File: src/include/omc_pkg.sv
/*
 Package for the operating mode controller: mode states, command classes,
 reset vector location and bit timing constants.
 Assumes a single bus clock domain; the debug command decoder lives elsewhere.
*/
package omc_pkg;
    localparam logic [15:0] RESET_VECTOR_HI   = 16'hfffe;
    localparam logic [15:0] RESET_VECTOR_LO   = 16'hffff;
    localparam int          BIT_CELL_CYCLES   = 16;

    typedef enum logic [3:0] {
        CMD_MEM_ACCESS,
        CMD_MEM_STATUS,
        CMD_DEBUG_REG,
        CMD_HALT,
        CMD_CPU_REG,
        CMD_STEP,
        CMD_RESUME,
        CMD_NONE
    } omc_cmd_e;

    typedef enum logic [2:0] {
        ST_RESET,
        ST_VEC_HI,
        ST_VEC_LO,
        ST_RUN,
        ST_BACKGROUND,
        ST_STEP
    } omc_state_e;

    typedef struct packed {
        logic     valid;
        omc_cmd_e cmd;
    } omc_cmd_s;
endpackage : omc_pkg

File: src/logic/omc_top.sv
/*
 Operating mode controller: selects run or background mode at reset release,
 sequences reset vector fetch, halts on debug triggers and gates commands.
 Assumes an external decoder delivers one-cycle command strobes on CLK_IN,
 and the CPU acknowledges a vector byte read and a single step.
*/
module omc_top #(
    parameter int BIT_CELL_CYCLES = omc_pkg::BIT_CELL_CYCLES
) (
    input  wire logic                 CLK_IN,
    input  wire logic                 RESET_IN,
    input  wire logic                 POWER_ON_RESET_IN,
    input  wire logic                 FORCE_DEBUG_RESET_IN,
    input  wire logic                 MODE_PIN_IN,
    input  wire logic                 CMD_VALID_IN,
    input  wire omc_pkg::omc_cmd_e    CMD_IN,
    input  wire logic                 BG_ENTRY_INSTR_IN,
    input  wire logic                 CTRL_BREAK_IN,
    input  wire logic                 MODULE_BREAK_IN,
    input  wire logic                 MEM_ACK_IN,
    input  wire logic [7:0]           MEM_DATA_IN,
    input  wire logic                 STEP_DONE_IN,
    output logic                      MEM_READ_OUT,
    output logic [15:0]               MEM_ADDR_OUT,
    output logic [15:0]               START_PC_OUT,
    output logic                      PC_LOAD_OUT,
    output logic                      CPU_RUN_OUT,
    output logic                      BACKGROUND_OUT,
    output logic                      CMD_EXEC_OUT,
    output omc_pkg::omc_cmd_e         CMD_EXEC_CODE_OUT,
    output logic                      CMD_DROP_OUT,
    output logic                      PIN_IS_DEBUG_OUT,
    output logic                      BIT_TICK_OUT
);
    // Counter sized from the cell length so a retimed link needs no edit here
    localparam int               CNT_W    = (BIT_CELL_CYCLES > 1) ? $clog2(BIT_CELL_CYCLES) : 1;
    localparam logic [CNT_W-1:0] CNT_LAST = CNT_W'(BIT_CELL_CYCLES - 1);

    omc_pkg::omc_state_e state_q;
    logic                pin_meta_q;
    logic                pin_sync_q;
    logic                mode_latch_q;
    logic                in_reset_q;
    logic                sel_reset_q;
    logic [7:0]          vec_hi_q;
    logic [CNT_W-1:0]    bit_cnt_q;
    logic                bg_cmd;
    logic                intrusive;
    logic                halt_req;
    omc_pkg::omc_cmd_s   cmd_in;

    // Mode pin is asynchronous to the bus clock
    always_ff @(posedge CLK_IN) begin
        pin_meta_q <= MODE_PIN_IN;
        pin_sync_q <= pin_meta_q;
    end

    // Pin sampled continuously while reset holds; last value wins at release
    always_ff @(posedge CLK_IN) begin
        if (RESET_IN) begin
            in_reset_q   <= 1'b1;
            // Plain resets never select background, whatever the pin says
            sel_reset_q  <= POWER_ON_RESET_IN | FORCE_DEBUG_RESET_IN;
            mode_latch_q <= pin_sync_q;
        end else begin
            in_reset_q <= 1'b0;
        end
    end

    // Strobe and code travel as one word for the halt and gating decodes; the state machine reads the raw pins
    assign cmd_in    = '{valid: CMD_VALID_IN, cmd: CMD_IN};
    assign intrusive = (cmd_in.cmd == omc_pkg::CMD_CPU_REG) ||
                       (cmd_in.cmd == omc_pkg::CMD_STEP) ||
                       (cmd_in.cmd == omc_pkg::CMD_RESUME);
    assign bg_cmd    = cmd_in.valid && intrusive;
    // Any one trigger is enough to halt
    assign halt_req  = (cmd_in.valid && cmd_in.cmd == omc_pkg::CMD_HALT)
                       || BG_ENTRY_INSTR_IN
                       || CTRL_BREAK_IN || MODULE_BREAK_IN;

    always_ff @(posedge CLK_IN) begin
        if (RESET_IN) begin
            state_q <= omc_pkg::ST_RESET;
        end else begin
            unique case (state_q)
                omc_pkg::ST_RESET: begin
                    // Only qualified resets may choose background; others run
                    if (sel_reset_q && !mode_latch_q) begin
                        state_q <= omc_pkg::ST_BACKGROUND;
                    end else begin
                        state_q <= omc_pkg::ST_VEC_HI;
                    end
                end
                // Halt triggers are ignored until the start address is loaded
                omc_pkg::ST_VEC_HI: begin
                    if (MEM_ACK_IN) begin
                        state_q <= omc_pkg::ST_VEC_LO;
                    end
                end
                omc_pkg::ST_VEC_LO: begin
                    if (MEM_ACK_IN) begin
                        state_q <= omc_pkg::ST_RUN;
                    end
                end
                omc_pkg::ST_RUN: begin
                    if (halt_req) begin
                        state_q <= omc_pkg::ST_BACKGROUND;
                    end
                end
                omc_pkg::ST_BACKGROUND: begin
                    if (CMD_VALID_IN && CMD_IN == omc_pkg::CMD_RESUME) begin
                        state_q <= omc_pkg::ST_RUN;
                    end else if (CMD_VALID_IN && CMD_IN == omc_pkg::CMD_STEP) begin
                        state_q <= omc_pkg::ST_STEP;
                    end
                end
                // A halt during a step is moot: the step returns here anyway
                omc_pkg::ST_STEP: begin
                    if (STEP_DONE_IN) begin
                        state_q <= omc_pkg::ST_BACKGROUND;
                    end
                end
                default: begin
                    state_q <= omc_pkg::ST_RESET;
                end
            endcase
        end
    end

    always_ff @(posedge CLK_IN) begin
        if (RESET_IN) begin
            vec_hi_q     <= 8'h00;
            START_PC_OUT <= 16'h0000;
            PC_LOAD_OUT  <= 1'b0;
        end else begin
            PC_LOAD_OUT <= 1'b0;
            if (state_q == omc_pkg::ST_VEC_HI && MEM_ACK_IN) begin
                vec_hi_q <= MEM_DATA_IN;
            end
            // High byte arrives first; the low byte completes the address
            if (state_q == omc_pkg::ST_VEC_LO && MEM_ACK_IN) begin
                START_PC_OUT <= {vec_hi_q, MEM_DATA_IN};
                PC_LOAD_OUT  <= 1'b1;
            end
        end
    end

    // Request held until acknowledged; address follows the fetch phase
    always_ff @(posedge CLK_IN) begin
        if (RESET_IN) begin
            MEM_READ_OUT <= 1'b0;
            MEM_ADDR_OUT <= 16'h0000;
        end else begin
            MEM_READ_OUT <= 1'b0;
            if (state_q == omc_pkg::ST_RESET && !(sel_reset_q && !mode_latch_q)) begin
                MEM_READ_OUT <= 1'b1;
                MEM_ADDR_OUT <= omc_pkg::RESET_VECTOR_HI;
            end else if (state_q == omc_pkg::ST_VEC_HI) begin
                MEM_READ_OUT <= 1'b1;
                MEM_ADDR_OUT <= MEM_ACK_IN ? omc_pkg::RESET_VECTOR_LO
                                           : omc_pkg::RESET_VECTOR_HI;
            end else if (state_q == omc_pkg::ST_VEC_LO && !MEM_ACK_IN) begin
                MEM_READ_OUT <= 1'b1;
                MEM_ADDR_OUT <= omc_pkg::RESET_VECTOR_LO;
            end
        end
    end

    // Run output also covers the single user instruction of a step
    always_ff @(posedge CLK_IN) begin
        if (RESET_IN) begin
            CPU_RUN_OUT      <= 1'b0;
            BACKGROUND_OUT   <= 1'b0;
            PIN_IS_DEBUG_OUT <= 1'b0;
        end else begin
            // Both flags switch on the halting edge so they never overlap
            CPU_RUN_OUT      <= (state_q == omc_pkg::ST_RUN && !halt_req)
                                || state_q == omc_pkg::ST_STEP;
            BACKGROUND_OUT   <= (state_q == omc_pkg::ST_BACKGROUND) ||
                                (state_q == omc_pkg::ST_RUN && halt_req);
            PIN_IS_DEBUG_OUT <= 1'b1;
        end
    end

    always_ff @(posedge CLK_IN) begin
        if (RESET_IN) begin
            CMD_EXEC_OUT      <= 1'b0;
            CMD_EXEC_CODE_OUT <= omc_pkg::CMD_NONE;
            CMD_DROP_OUT      <= 1'b0;
        end else begin
            CMD_EXEC_OUT      <= 1'b0;
            CMD_DROP_OUT      <= 1'b0;
            CMD_EXEC_CODE_OUT <= cmd_in.cmd;
            // Nothing is taken before the mode decision has been made
            if (cmd_in.valid && !in_reset_q && state_q != omc_pkg::ST_RESET) begin
                if (!intrusive) begin
                    CMD_EXEC_OUT <= 1'b1;
                end else if (state_q == omc_pkg::ST_BACKGROUND) begin
                    CMD_EXEC_OUT <= 1'b1;
                end else begin
                    CMD_DROP_OUT <= bg_cmd;
                end
            end
        end
    end

    // Bit cell timer for the serial engine
    always_ff @(posedge CLK_IN) begin
        if (RESET_IN) begin
            bit_cnt_q    <= '0;
            BIT_TICK_OUT <= 1'b0;
        end else begin
            // Explicit wrap so a cell length that is no power of two still works
            if (bit_cnt_q == CNT_LAST) begin
                bit_cnt_q <= '0;
            end else begin
                bit_cnt_q <= bit_cnt_q + CNT_W'(1);
            end
            BIT_TICK_OUT <= (bit_cnt_q == CNT_LAST);
        end
    end
endmodule : omc_top

File: config.mk
export PLATFORM = sky130hd
export DESIGN_NAME = omc_top
export DESIGN_NICKNAME = d
export VERILOG_FILES = /design/src/include/omc_pkg.sv /design/src/logic/omc_top.sv
export SDC_FILE = /design/constraint.sdc
export NUM_CORES = 1
export LEC_CHECK = 0
export ABC_AREA = 0
export ABC_CLOCK_PERIOD_IN_PS = 1530
export BUFFER_PORTS_ARGS = -buffer_cell sky130_fd_sc_hd__buf_4
export CAP_MARGIN = 10
export CORE_MARGIN = 2
export CORE_UTILIZATION = 44
export DETAILED_ROUTE_END_ITERATION = 10
export PLACE_DENSITY = 0.7
export SLEW_MARGIN = 20
export SYNTH_ARGS = -nofsm -noshare
export SYNTH_HDL_FRONTEND = slang
export SYNTH_SLANG_ARGS = --single-unit
File: constraint.sdc
create_clock -name CLK_IN -period 1.53 [get_ports CLK_IN]
set_input_delay 0.153 -clock CLK_IN [delete_from_list [all_inputs] [get_ports CLK_IN]]
set_output_delay 0.153 -clock CLK_IN [all_outputs]
set_load 0.02 [all_outputs]
==> results.tsv <==
metric	value	unit
fmax	0.696	GHz
chip width	71.5	um
Non-Filler Instances	334	
setup bufs post-CTS	0	
Layout area overhead	28.6	%
crit-path max FO	3	
largest net degree at the start of global routing	30	
# clock sinks	50	
via count	1652	
status	complete, no violations	
fin crit share	0.939	
slowest stage delay, CP	390	ps
Worst Tran Pin Value	477	ps
path depth of the worst reg2reg path	4	
setup slack, reg-to-reg	90	ps
post-route setup TNS	0	ps
yosys warns	0	
vias per cell	4.95	
Overall Global Routing Usage	0.171	
CTS Buf Count	5	
vias in the first global route	1506	
Root Driver	clkbuf_8	
DRC violations left	0	
WP data arrival	1660	ps
Initial Utilization	0.460	
final slew viol count	0	
critical path required time	1750	ps
# port buffers	66	
nets@finish	305	
Period minus WS final	1440	ps
Main synth FF type	dfxtp_1	
critical path's top delay family	simple AND/OR/NAND/NOR gates	
post-synthesis cell type count	41	
clock skew	9.05	ps
Max clock buf depth	2	
starting DRC count in detailed routing	73	
# setup viols final	0	
later-pin clock latency in the skew report	310	ps
Setup crit end kind	flop	
drt total wl	4.08	mm
Worst Setup Path Type	reg -> reg	
Seq/Total Area, Yosys	0.510	
initial antenna violation count	0	
Hold WC Path Type	in -> reg	
Worst Path Buf+Inv	0	
chip height	71.5	um
crit-path cells	nand4bb_4 -> or3b_1 -> o22a_1 -> a311oi_2	
Antenna Nets Post-Route	0	
Synth Register Bits	50	
RSZ-0062 raised after global routing	yes	
Pre-antenna DRT Iters	4	
final hold violations	0	
Site Rows	24	
H-tree levels	2	
worst slack at placement	103	ps
Hold Crit Depth	2	
R2R Path End	state_q[1]	
Ports	67	
placed insts	325	
gpl congestion	0.762	
first-pass GRT wire length	6.89	mm
Pwr Density	1550	mW/mm^2
Avg Inst Size Synth	8.78	um^2
syn_nets	252	
Crit-path slowest cell	or3b_1	
Async S/R FF share, synth	0	
post-layout util	0.591	
total chip power	3.99	mW
Worst Slack Setup Final	93.1	ps
worst relative slew slack	0.673	
Worst setup startpoint	state_q[0]	
Post-Syn Instances	228	
Post-synth EDFFs	2	
share of cells above drive strength 1	0.316	
die area	0.00511	mm^2
Leak	1.06	nW
grt total ovfl	0	
n_diodes	0	
Max IR drop VDD	0.789	mV
routed length per instance	12.2	um
core area	0.00435	mm^2
mapped cell area	0.00200	mm^2
R2R Path Start	state_q[0]	
crit path capture	state_q[1]	
Max Cap Viol	0	
Startpoint Class	flop	
clock transition at the registers of the reported paths	90	ps
Post-DP HPWL	2.93	mm
CTS tree	yes	
critical path depth	4	
-- layout by cell type, fill, tap and decap left out, drive strengths merged, types with 2 or more instances in the layout --
cell,Yosys,layout
nand4b,2,2
inv,3,4
nor2b,6,6
o21ai,3,3
o211ai,2,2
buf,18,73
nand2b,2,2
xnor2,2,2
clkbuf,10,5
a211oi,2,2
or3b,2,2
or2,3,3
nor3b,3,3
o31ai,2,2
nor3,3,3
a2bb2oi,2,2
dfxtp,48,48
nand2,53,53
nor2,11,11
a21oi,31,31
nand3,2,2
and3,2,2
edfxtp,2,2
a311oi,2,2
a31oi,2,2
-- worst reg2reg max path, cell delays in order, from the launching register on --
cell	delay, ps
dfxtp_1	320
nand4bb_4	200
or3b_1	390
o22a_1	220
a311oi_2	240
-- state kept, by name, indices dropped and copies added, names as in the netlist, 2 cells and up --
| register | count |
|---|---|
| START_PC_OUT | 16 |
| vec_hi_q | 8 |
| CMD_EXEC_CODE_OUT | 4 |
| bit_cnt_q | 4 |
| state_q | 3 |
| MEM_ADDR_OUT | 2 |
-- logic make-up after synthesis --
group                    Yosys count  synth area share
multiplexers                       1           0.00500
buffers and inverters             31            0.0906
AO/OA/AOI/OAI                     49             0.147
adder cells (fa/ha/maj)            1           0.00625
AND/OR/NAND/NOR                   94             0.232
flip-flops                        50             0.510
XOR/XNOR                           2           0.00875
-- worst min-delay path by stage --
stage	startpoint	to	slack, ps
after floorplan	RESET_IN	in_reset_q	180
after global placement	MODE_PIN_IN	pin_meta_q	260
after detailed placement	MODE_PIN_IN	pin_meta_q	260
after CTS	CMD_IN[2]	CMD_EXEC_CODE_OUT[2]	70
after global routing	CMD_IN[0]	CMD_EXEC_CODE_OUT[0]	70
final	CMD_IN[0]	CMD_EXEC_CODE_OUT[0]	90
-- Yosys cell counts (all sizes together), types with 3 or more instances --
cell type | n | area [um^2]
clkbuf | 10 | 38.8
nor3b | 3 | 22.5
nor2b | 6 | 37.5
o21ai | 3 | 15.0
nor3 | 3 | 15.0
nor2 | 11 | 41.3
inv | 3 | 11.3
buf | 18 | 131
dfxtp | 48 | 961
a21oi | 31 | 155
nand2 | 53 | 199
or2 | 3 | 18.8
-- final cells by class --
class	count	area [um^2]
repair buffers	74	558
clock buffers	5	68.8
well taps	52	65.1
fillers	382	1780
flip-flops and latches	50	1020
clock inverters	3	43.8
inverters	3	11.3
multi-input cells	147	806
-- stage by stage --
stage          hold WS (ps)  area, um^2
2_1_floorplan           181        2000
3_3_place_gp            258        2440
3_5_place_dp            259        2440
4_1_cts                73.9        2570
5_1_grt                74.2        2570
6_report               87.4        2570
-- layer usage --
layer	vias up	GRT usage	part of all wire
met2	46	0.266	0.44
met1	735	0.223	0.49
met3	8	0.0534	0.063
li1	863	-	-
met5	-	0	0
met4	0	0.0671	0.012
-- timing repair --
action / 4_1_cts / 5_1_grt
setup endpoints to repair: 0 / 8
hold endpoints to repair: 1 / 0
resized for setup: 0 / 2
hold buffers: 1 / 0
-- report_power, final --
group / internal, mW / switching (mW) / leakage, nW / total (mW)
clock network: 0.490 / 0.440 / 0.0585 / 0.930
logic: 0.643 / 0.826 / 0.586 / 1.47
registers: 1.46 / 0.128 / 0.412 / 1.59
total: 2.59 / 1.39 / 1.06 / 3.99
(Power assumes the default switching activity.)
